--- config.mk ---
export PLATFORM = sky130hd
export DESIGN_NAME = acc_top
export DESIGN_NICKNAME = d
export VERILOG_FILES = /design/src/acc_pkg.sv /design/src/acc_edge_if.sv /design/src/acc_sync_edge.sv /design/src/acc_top.sv
export VERILOG_INCLUDE_DIRS = /design/src
export SDC_FILE = /design/constraint.sdc
export NUM_CORES = 1
export LEC_CHECK = 0
export ABC_AREA = 1
export BUFFER_PORTS_ARGS = -buffer_cell sky130_fd_sc_hd__buf_2
export CAP_MARGIN = 0
export CORE_ASPECT_RATIO = 0.7
export CORE_MARGIN = 2
export CORE_UTILIZATION = 45
export CTS_BUF_LIST = sky130_fd_sc_hd__clkbuf_8
export DETAILED_ROUTE_END_ITERATION = 10
export GPL_TIMING_DRIVEN = 1
export PLACE_DENSITY_LB_ADDON = 0.08
export SLEW_MARGIN = 20
export SYNTH_ARGS = -nofsm -noshare
export SYNTH_HDL_FRONTEND = slang
export SYNTH_SLANG_ARGS = --single-unit
export TNS_END_PERCENT = 10
--- constraint.sdc ---
create_clock -name clock -period 1.85 [get_ports clock]
set_input_delay 0.185 -clock clock [delete_from_list [all_inputs] [get_ports clock]]
set_output_delay 0.185 -clock clock [all_outputs]
set_load 0.005 [all_outputs]
--- src/acc_map.svh ---
`ifndef ACC_MAP_SVH
`define ACC_MAP_SVH
// data-space offsets
`define ACC_OFF_CTRL 8'h50
`define ACC_IO_DELTA 8'h20
`define ACC_OFF_CONV_B 8'h7b
`define ACC_OFF_PIN_DIS 8'h7f
// comparator_control_status fields
`define ACC_BIT_DISABLE 7
`define ACC_BIT_BANDGAP 6
`define ACC_BIT_RESULT 5
`define ACC_BIT_FLAG 4
`define ACC_BIT_IRQ_EN 3
`define ACC_BIT_CAPTURE 2
`define ACC_BIT_MODE_HI 1
`define ACC_BIT_MODE_LO 0
// converter_control_status_b fields
`define ACC_BIT_MUX_EN 6
`define ACC_TRIG_HI 2
`define ACC_TRIG_LO 0
// comparator_pin_input_disable fields
`define ACC_BIT_NEG_DIS 1
`define ACC_BIT_POS_DIS 0
// reset values
`define ACC_RST_CONV_B 8'h00
`define ACC_RST_PIN_DIS 8'h00
`define ACC_RST_CTRL 8'h00
`endif

--- src/acc_pkg.sv ---
`default_nettype none
package acc_pkg;
   typedef enum logic [1:0] {
      acc_mode_toggle = 2'b00,
      acc_mode_reserved = 2'b01,
      acc_mode_fall = 2'b10,
      acc_mode_rise = 2'b11
   } acc_mode_t;
   typedef enum logic [2:0] {
      acc_trig_free = 3'b000,
      acc_trig_comparator = 3'b001,
      acc_trig_ext_irq0 = 3'b010,
      acc_trig_t0_cmp_a = 3'b011,
      acc_trig_t0_ovf = 3'b100,
      acc_trig_t1_cmp_b = 3'b101,
      acc_trig_t1_ovf = 3'b110,
      acc_trig_t1_capture = 3'b111
   } acc_trig_t;
endpackage
`default_nettype wire

--- src/acc_edge_if.sv ---
`default_nettype none
interface acc_edge_if;
   logic level;
   logic rise;
   logic fall;
   modport src (output level, output rise, output fall);
   modport dst (input level, input rise, input fall);
endinterface
`default_nettype wire

--- src/acc_sync_edge.sv ---
`default_nettype none
// two-stage synchronizer followed by a previous-value register for edges
module acc_sync_edge (
   input wire logic clock,
   input wire logic sys_rst,
   input wire logic async_in,
   acc_edge_if.src edge_out
);
   logic meta;
   logic sync;
   logic prev;
   always_ff @(posedge clock or posedge sys_rst) begin
      if (sys_rst) begin
         meta <= 1'b0;
         sync <= 1'b0;
         prev <= 1'b0;
      end else begin
         meta <= async_in;
         sync <= meta;
         prev <= sync;
      end
   end
   assign edge_out.level = sync;
   assign edge_out.rise = sync & ~prev;
   assign edge_out.fall = ~sync & prev;
endmodule
`default_nettype wire

--- src/acc_top.sv ---
`include "acc_map.svh"
`default_nettype none
module acc_top #(
   parameter int CHANNELS = 8
) (
   input wire logic clock,
   input wire logic sys_rst,
   // cpu register port
   input wire logic [7:0] addr,
   input wire logic io_space,
   input wire logic wr_en,
   input wire logic rd_en,
   input wire logic [7:0] wr_data,
   output logic [7:0] rd_data,
   output logic hit,
   // analog comparator core
   input wire logic compare_raw,
   output logic comparator_power_down,
   output logic positive_use_bandgap,
   output logic negative_use_channel,
   output logic [2:0] negative_channel,
   // converter side
   input wire logic converter_enable_bit,
   input wire logic auto_trigger_enable_bit,
   input wire logic [2:0] channel_select_bits,
   input wire logic [7:0] trigger_flags,
   output logic converter_trigger,
   output logic [2:0] auto_trigger_source_field,
   // interrupt side
   input wire logic global_irq_enable,
   input wire logic irq_vector_taken,
   output logic compare_irq,
   // timer1 capture front end
   output logic capture_input,
   output logic capture_route_enable,
   // digital input buffers of the two comparator pins
   input wire logic positive_pin_digital,
   input wire logic negative_pin_digital,
   output logic positive_pin_read,
   output logic negative_pin_read,
   output logic positive_pin_buffer_off,
   output logic negative_pin_buffer_off
);
   logic comparator_disable_bit;
   logic bandgap_select_bit;
   logic compare_event_flag;
   logic compare_irq_enable;
   logic [1:0] edge_mode;
   logic mux_negative_select_enable;
   logic [2:0] trig_sel;
   logic positive_pin_input_disable;
   logic negative_pin_input_disable;
   logic trig_prev;
   logic pos_meta, pos_sync, neg_meta, neg_sync;

   acc_edge_if cmp_edge ();

   // the analog core makes compare_raw high when positive exceeds negative
   acc_sync_edge u_sync (
      .clock(clock),
      .sys_rst(sys_rst),
      .async_in(compare_raw),
      .edge_out(cmp_edge.src)
   );

   // address decode: data space, or i/o space with offset reduced for the control register only
   wire [7:0] eff_addr = io_space ? 8'(addr + `ACC_IO_DELTA) : addr;
   wire sel_ctrl = (eff_addr == `ACC_OFF_CTRL);
   wire sel_conv_b = ~io_space & (eff_addr == `ACC_OFF_CONV_B);
   wire sel_pin_dis = ~io_space & (eff_addr == `ACC_OFF_PIN_DIS);
   wire wr_ctrl = wr_en & sel_ctrl;
   wire wr_conv_b = wr_en & sel_conv_b;
   wire wr_pin_dis = wr_en & sel_pin_dis;

   // negative input selection
   wire use_channel = mux_negative_select_enable & ~converter_enable_bit;
   assign negative_use_channel = use_channel;
   assign negative_channel = use_channel ? channel_select_bits : 3'h0;
   assign positive_use_bandgap = bandgap_select_bit;
   assign comparator_power_down = comparator_disable_bit;

   // event detection by edge mode
   wire ev_toggle = cmp_edge.rise | cmp_edge.fall;
   logic mode_event;
   always_comb begin
      case (acc_pkg::acc_mode_t'(edge_mode))
         acc_pkg::acc_mode_toggle: mode_event = ev_toggle;
         acc_pkg::acc_mode_fall: mode_event = cmp_edge.fall;
         acc_pkg::acc_mode_rise: mode_event = cmp_edge.rise;
         acc_pkg::acc_mode_reserved: mode_event = 1'b0;
         default: mode_event = 1'b0;
      endcase
   end
   wire flag_clear = irq_vector_taken | (wr_ctrl & wr_data[`ACC_BIT_FLAG]);

   assign compare_irq = compare_event_flag & compare_irq_enable & global_irq_enable;

   // capture routing
   logic capture_route_q;
   assign capture_route_enable = capture_route_q;
   assign capture_input = capture_route_q & cmp_edge.level;

   // auto-trigger source selection; comparator source is the event flag
   logic sel_flag;
   always_comb begin
      case (acc_pkg::acc_trig_t'(trig_sel))
         acc_pkg::acc_trig_free: sel_flag = 1'b0;
         acc_pkg::acc_trig_comparator: sel_flag = compare_event_flag;
         acc_pkg::acc_trig_ext_irq0: sel_flag = trigger_flags[2];
         acc_pkg::acc_trig_t0_cmp_a: sel_flag = trigger_flags[3];
         acc_pkg::acc_trig_t0_ovf: sel_flag = trigger_flags[4];
         acc_pkg::acc_trig_t1_cmp_b: sel_flag = trigger_flags[5];
         acc_pkg::acc_trig_t1_ovf: sel_flag = trigger_flags[6];
         acc_pkg::acc_trig_t1_capture: sel_flag = trigger_flags[7];
         default: sel_flag = 1'b0;
      endcase
   end
   wire trig_gated = auto_trigger_enable_bit & sel_flag;
   // reselection to a set source shows as an edge here too
   assign converter_trigger = trig_gated & ~trig_prev & converter_enable_bit;
   assign auto_trigger_source_field = trig_sel;

   // digital input disable
   assign positive_pin_buffer_off = positive_pin_input_disable;
   assign negative_pin_buffer_off = negative_pin_input_disable;
   assign positive_pin_read = pos_sync & ~positive_pin_input_disable;
   assign negative_pin_read = neg_sync & ~negative_pin_input_disable;

   always_ff @(posedge clock or posedge sys_rst) begin
      if (sys_rst) begin
         pos_meta <= 1'b0;
         pos_sync <= 1'b0;
         neg_meta <= 1'b0;
         neg_sync <= 1'b0;
      end else begin
         pos_meta <= positive_pin_digital;
         pos_sync <= pos_meta;
         neg_meta <= negative_pin_digital;
         neg_sync <= neg_meta;
      end
   end

   always_ff @(posedge clock or posedge sys_rst) begin
      if (sys_rst) begin
         comparator_disable_bit <= 1'b0;
         bandgap_select_bit <= 1'b0;
         compare_irq_enable <= 1'b0;
         capture_route_q <= 1'b0;
         edge_mode <= 2'h0;
      end else if (wr_ctrl) begin
         comparator_disable_bit <= wr_data[`ACC_BIT_DISABLE];
         bandgap_select_bit <= wr_data[`ACC_BIT_BANDGAP];
         compare_irq_enable <= wr_data[`ACC_BIT_IRQ_EN];
         capture_route_q <= wr_data[`ACC_BIT_CAPTURE];
         edge_mode <= wr_data[`ACC_BIT_MODE_HI:`ACC_BIT_MODE_LO];
      end
   end

   // set wins over a clear in the same cycle
   always_ff @(posedge clock or posedge sys_rst) begin
      if (sys_rst) begin
         compare_event_flag <= 1'b0;
      end else if (mode_event) begin
         compare_event_flag <= 1'b1;
      end else if (flag_clear) begin
         compare_event_flag <= 1'b0;
      end
   end

   always_ff @(posedge clock or posedge sys_rst) begin
      if (sys_rst) begin
         mux_negative_select_enable <= 1'b0;
         trig_sel <= 3'h0;
      end else if (wr_conv_b) begin
         mux_negative_select_enable <= wr_data[`ACC_BIT_MUX_EN];
         trig_sel <= wr_data[`ACC_TRIG_HI:`ACC_TRIG_LO];
      end
   end

   always_ff @(posedge clock or posedge sys_rst) begin
      if (sys_rst) begin
         positive_pin_input_disable <= 1'b0;
         negative_pin_input_disable <= 1'b0;
      end else if (wr_pin_dis) begin
         positive_pin_input_disable <= wr_data[`ACC_BIT_POS_DIS];
         negative_pin_input_disable <= wr_data[`ACC_BIT_NEG_DIS];
      end
   end

   always_ff @(posedge clock or posedge sys_rst) begin
      if (sys_rst) begin
         trig_prev <= 1'b0;
      end else begin
         trig_prev <= trig_gated;
      end
   end

   // read mux
   wire [7:0] ctrl_val = {comparator_disable_bit, bandgap_select_bit, cmp_edge.level,
      compare_event_flag, compare_irq_enable, capture_route_q, edge_mode};
   wire [7:0] conv_b_val = {1'b0, mux_negative_select_enable, 3'h0, trig_sel};
   wire [7:0] pin_dis_val = {6'h00, negative_pin_input_disable, positive_pin_input_disable};
   wire [7:0] rd_mux = sel_ctrl ? ctrl_val : sel_conv_b ? conv_b_val :
      sel_pin_dis ? pin_dis_val : 8'h00;

   always_ff @(posedge clock or posedge sys_rst) begin
      if (sys_rst) begin
         rd_data <= 8'h00;
      end else if (rd_en) begin
         rd_data <= rd_mux;
      end
   end
   assign hit = sel_ctrl | sel_conv_b | sel_pin_dis;
endmodule
`default_nettype wire

==> results.md, run 1 <==
- Row count: 17
- Number of global-route vias before repair: 1222
- DP Area: 0.00189 mm^2
- DRC viols: 0
- Share of cells above drive strength 1: 34.6%
- # clock sinks: 29
- Setup CP Type: reg -> out
- IO Pins: 65
- Final setup fails: 0
- Largest register FFs: 8
- Period utilisation layout: 88.2%
- Met3 wire len: 140 um
- Peak supply drop: 0.548 mV
- Synth top area share: 47.0%
- Fmax: 613 MHz
- Drt initial violations: 72
- Worst-margin pin slew: 392 ps
- CTS Buffer Depth: 2
- Sequential fraction of the synthesis area: 47.0%
- Worst Path Max Fanout: 7
- RSZ-0062 raised after global routing: no
- Die Width: 74.0 um
- CTS Root Cell: clkbuf_8
- # port buffers: 61
- Final hold vios: 0
- Antenna diodes: 0
- Static Leak: 0.00122 uW
- Maxcap violations: 0
- Pre-CTS setup slack: 307 ps
- Initial antenna violation count: 0
- Initial core utilization: 48.1%
- Drt total wl: 3.16 mm
- Routed vias/inst: 4.47
- Min Clock Period, post-route: 1630 ps
- Pins over their slew limit: 0
- Rel. slew slack: 73.8%
- Total gr overflow: 0
- Status: finished, final reports clean
- DR vias: 1360
- Setup Skew: 6.08 ps
- First-pass GRT wire length: 5.23 mm
- Gr usage total: 18.4%
- Pwr per Cell Area: 751 mW/mm^2
- WP data required: 1660 ps
- Pre-Repair DR Iteration Count: 4
- Met2 WL post-DR: 1.33 mm
- Cell count after synthesis: 186
- Die ar.: 0.00393 mm^2
- Worst EP arrival: 1450 ps
- Top sig layer: met4
- Gpl congestion: 0.741
- WL/cell: 10.4 um
- Biggest register: rd_data
- Synth Warn #: 0
- Synthesis-stage register bit count: 29
- Syn_nets: 228
- Setup ws final: 218 ps
- DRT met1 WL: 1.64 mm
- Core area: 0.00321 mm^2
- CP Launch Type: flip-flop
- Latest clock arrival within the worst-skew pair: 280 ps
- Clock transition at the registers of the reported paths: 60 ps
- Biggest area consumer among synthesized cells: dfrtp_1
- Hold crit path type: in -> reg
- Synth unique cells: 20
- Post-CTS Resized: 0
- Synth area leaders: dfrtp_1, nand2_1, inv_1
- Syn_area_per_cell: 8.31 um^2
- Worst setup EP type: primary output
- Num CTS Buffers: 5
- Die Ht: 53.0 um
- Largest net degree at the start of global routing: 30
- ANT nets after route: 0
- H-tree depth: 2
- Dpl hpwl: 2.54 mm
- # nets final: 298
- Finished Cell Area: 0.00204 mm^2
- CTS tree: yes
- P&R area growth vs syn: 32.0%
- Syn Std Cell Area: 0.00155 mm^2
- Setup TNS: 0 ps
Yosys cell counts:
library cell,instances
o21ai_1,6
nand2_1,49
o21ai_0,8
dfrtp_1,29
inv_2,2
nor2_4,1
nor2_8,3
buf_12,1
nand4_4,1
inv_1,29
nor2_1,18
o31ai_1,4
ha_1,3
and2_4,1
nand3_1,18
o21ai_2,4
buf_1,1
nand2_2,5
nor3_2,1
nand2_4,2
cells by family (layout without fill, tap and decap cells):
kind of cell	count (synthesis)	after routing	synth area share [%]
buffers and inverters	33	104	9.07
and+or+nand+nor	99	99	32.8
AOI/OAI and AO/OA	22	22	8.74
adders and majority gates	3	3	2.43
DFF	29	29	47.0
cell type report:
type	count	area, um^2
Clock buffer	6	82.6
Fill cell	301	1170
Multi-Input combinational cell	124	679
Timing Repair Buffer	65	343
Tap cell	47	58.8
Clock inverter	2	33.8
Sequential cell	29	726
Inverter	31	116
routing by layer:
layer	vias to the layer above	global-route usage, %
met4	0	8.18
li1	723	-
met1	603	25.8
met2	29	26.3
met5	-	0
met3	5	5.14
critical path: stages (launching register included):
cell	delay [ps]
dfrtp_1	460
inv_1	120
o21ai_0	180
nand3_1	100
nand3_1	70
inv_1	50
nand2_1	50
nor2_1	30
buf_2	110
layout by cell type (no fill, tap or decap):
cell type      count
nand4_4            1
and2_4             1
nor3_2             1
nand3_1           18
nand2_4            2
ha_1               3
nor2_4             1
dlygate4sd3_1      3
o21ai_0            8
o21ai_2            4
nand2_2            5
nor2_1            18
buf_4              1
inv_2              2
o31ai_1            4
dfrtp_1           29
buf_2             61
nor2_8             3
inv_1             30
nand2_1           49
bufinv_16          1
o21ai_1            6
clkbuf_8           6
what timing repair did:
item                                    in CTS  in global routing
endpoints found under the setup margin       0                  0
buffers inserted                             0                  0
endpoints found under the hold margin       29                  2
hold buffers                                 1                  2
worst paths after layout:
kind                                         startpoint                 end  slack (ps)  depth (start not counted)
setup / recovery           auto_trigger_source_field[0]   converter_trigger         220                          8
hold / removal                     negative_pin_digital            neg_meta          20                          1
setup reg to reg                  u_sync.edge_out.level  compare_event_flag         720                          5
hold reg to reg                                pos_meta            pos_sync         350                          0
max in group asynchronous                       sys_rst          rd_data[6]        1070                          4
min in group asynchronous                       sys_rst         u_sync.meta         510                          4
per-stage QoR:
| step | utilization (%) | instances | hold slack [ps] | total power, uW |
|---|---|---|---|---|
| floorplan | - | 186 | 216 | 796 |
| global placement | 58.9 | 293 | 266 | 883 |
| detailed placement | 58.9 | 293 | 269 | 885 |
| CTS | 62.9 | 302 | 4.08 | 1550 |
| global route | 63.5 | 304 | 4.62 | 1620 |
| finish | 63.5 | 304 | 19.2 | 1530 |
power breakdown:
group / leakage [uW] / switching [uW] / internal [uW]
Clock: 0.0000626 / 223 / 433
Sequential: 0.000346 / 19.5 / 664
Combinational: 0.000815 / 108 / 82.7
Total: 0.00122 / 351 / 1180
No activity file was read; power rests on OpenSTA's default activity.
==> run 2, diff against run 1 <==
==> constraint.sdc (replaced) <==
create_clock -name clock -period 2.05 [get_ports clock]
set_input_delay 0.205 -clock clock [delete_from_list [all_inputs] [get_ports clock]]
set_output_delay 0.205 -clock clock [all_outputs]
set_load 0.005 [all_outputs]
==> run 2 against run 1 <==
Largest cell class unchanged; worst hold slack improved by 9.0 ps; first-iteration DRC count fell by 32%; sequential power shrank 9.9%; register-to-register slack gained 170 ps; highest routed layer is now met3.
==> results.md, run 2 (synthesized netlist as in run 1, its figures left out) <==
- Post-CTS Resized: 0 (unchanged)
- Static Leak: 0.00120 uW (-2.2%)
- Num CTS Buffers: 5 (unchanged)
- Pre-Repair DR Iteration Count: 4 (unchanged)
- Routed vias/inst: 4.44 (-0.67%)
- Setup CP Type: reg -> out
- Maxcap violations: 0 (unchanged)
- Setup Fix Bufs, Post-CTS: 0 (unchanged)
- Worst setup EP type: primary output
- Hold crit path type: in -> reg
- Drt initial violations: 49 (-32%)
- Largest register FFs: 8 (unchanged)
- Fmax: 606 MHz
- Die Ht: 53.0 um (unchanged)
- # hold bufs at CTS: 1 (unchanged)
- Worst Path Max Fanout: 7 (unchanged)
- Period utilisation layout: 80.5%
- Worst-margin pin slew: 408 ps (+16.0 ps)
- Dpl hpwl: 2.60 mm (+2.1%)
- Final setup fails: 0 (unchanged)
- # port buffers: 61 (unchanged)
- Met2 usage: 25.9% (-0.45 points)
- Worst Reg-to-Reg Cells: 5 (unchanged)
- CTS Buffer Depth: 2 (unchanged)
- CTS Root Cell: clkbuf_8
- Status: finished, final reports clean
- WL/cell: 10.7 um (+2.7%)
- Clock transition at the registers of the reported paths: 70 ps (about the same)
- Hold Path Depth: 1 (unchanged)
- H-tree depth: 2 (unchanged)
- Min Clock Period, post-route: 1650 ps
- Worst EP arrival: 1450 ps (about the same)
- Die Width: 74.0 um (unchanged)
- Most frequent cells in the layout: buf_2, nand2_1, inv_1, dfrtp_1
- Peak supply drop: 0.408 mV (-26%)
- Number of global-route vias before repair: 1201 (-1.7%)
- CP max stage delay: 470 ps (about the same)
- Initial core utilization: 48.1% (unchanged)
- Pins over their slew limit: 0 (unchanged)
- RSZ-0062 raised after global routing: no
- CP bufs+invs: 3 (unchanged)
- Pwr per Cell Area: 621 mW/mm^2 (-17%)
- Setup TNS: 0 ps (unchanged)
- Cells along the critical path: inv_1 -> o21ai_0 -> nand3_1 -> nand3_1 -> inv_1 -> nand2_1 -> nor2_1 -> buf_2
- Core area: 0.00321 mm^2 (unchanged)
- # clock sinks: 29 (unchanged)
- Share of cells above drive strength 1: 35.3% (+0.66 points)
- Setup Skew: 9.07 ps (+2.99 ps)
- Largest net degree at the start of global routing: 30 (unchanged)
- CTS tree: yes
- CP Launch Type: flip-flop
- Commonest non-fill, non-tap cell in the layout: buf_2
- Row count: 17 (unchanged)
- Gpl congestion: 0.744 (+0.32%)
- Biggest register: rd_data
- DR vias: 1342 (-1.3%)
- Drt total wl: 3.22 mm (+2.0%)
- Initial antenna violation count: 0 (unchanged)
- Die ar.: 0.00393 mm^2 (unchanged)
- DRC viols: 0 (unchanged)
- Total gr overflow: 0 (unchanged)
- P&R area growth vs syn: 28.7%
- # nets final: 296 (-0.67%)
- DP Area: 0.00189 mm^2 (unchanged)
- Final hold vios: 0 (unchanged)
- Gr usage total: 17.9% (-0.54 points)
- Latest clock arrival within the worst-skew pair: 280 ps (about the same)
- Met1 Use GR: 25.9% (+0.089 points)
- WP data required: 1850 ps (+190 ps)
- GRT busiest layer: met1
- M3 GR Usage: 5.33% (+0.19 points)
- IO Pins: 65 (unchanged)
- Crit path max-delay family: flip-flops
- First-pass GRT wire length: 5.18 mm (-0.94%)
- Worst path slowest cell: dfrtp_1
- ANT nets after route: 0 (unchanged)
- Antenna diodes: 0 (unchanged)
- Stages on worst setup path: 8 (unchanged)
- Finished Cell Area: 0.00199 mm^2 (-2.5%)
- Rel. slew slack: 72.7% (-1.1 points)
[run 2: cell types whose count changed in the layout (fill, tap and decap cells not counted)]
cell,previous run,this run
dlygate4sd3_1,3,1
clkbuf_8,6,5
bufinv_16,1,0
clkinv_2,0,2
clkinvlp_4,0,1
inv_1,30,29
[run 2: worst reg2reg max path: stages, from the launching register on]
cell	delay, ps
dfrtp_1	410
inv_1	100
ha_1	290
o21ai_0	140
o31ai_1	100
nand2_1	70
[run 2: metrics by stage]
stage	instances	hold slack, ps	utilization, %	power [uW]	setup WS [ps]
floorplan	186	236	-	718	772
CTS	302	22.3	61.9	1250	383
global placement	293	286	58.9	797	512
global route	302	14.9	61.9	1300	174
finish	302	28.2	61.9	1240	399
detailed placement	293	291	58.9	799	500
[run 2: layout make-up]
cell class                 instances  area, um^2
clock buffer                       5        68.8
clock inverter                     3        17.5
fill                             286        1220
inverter                          31         116
multi-input combinational        124         679
sequential                        29         726
tap                               47        58.8
timing repair buffer              63         323
[run 2: report_power, final]
part	switching (uW)	total (uW)	internal, uW
combinational	98.7	171	72.2
clock	216	450	234
sequential	17.0	616	599
[run 2: worst paths after layout]
| kind | startpoint | to | slack, ps |
|---|---|---|---|
| max in group asynchronous | sys_rst | rd_data[5] | 1250 |
| worst max register to register | u_sync.edge_out.level | compare_event_flag | 890 |
| min in group asynchronous | sys_rst | pos_meta | 530 |
| worst min-delay path | positive_pin_digital | pos_meta | 30 |
| worst max-delay path | auto_trigger_source_field[0] | converter_trigger | 400 |
| worst min register to register | pos_meta | pos_sync | 350 |
[run 2: layer usage]
| layer | vias to the layer above | wire length (um) |
|---|---|---|
| met3 | 0 | 155 |
| met1 | 591 | 1710 |
| met4 | 0 | 0 |
| li1 | 721 | - |
| met5 | - | 0 |
| met2 | 30 | 1360 |
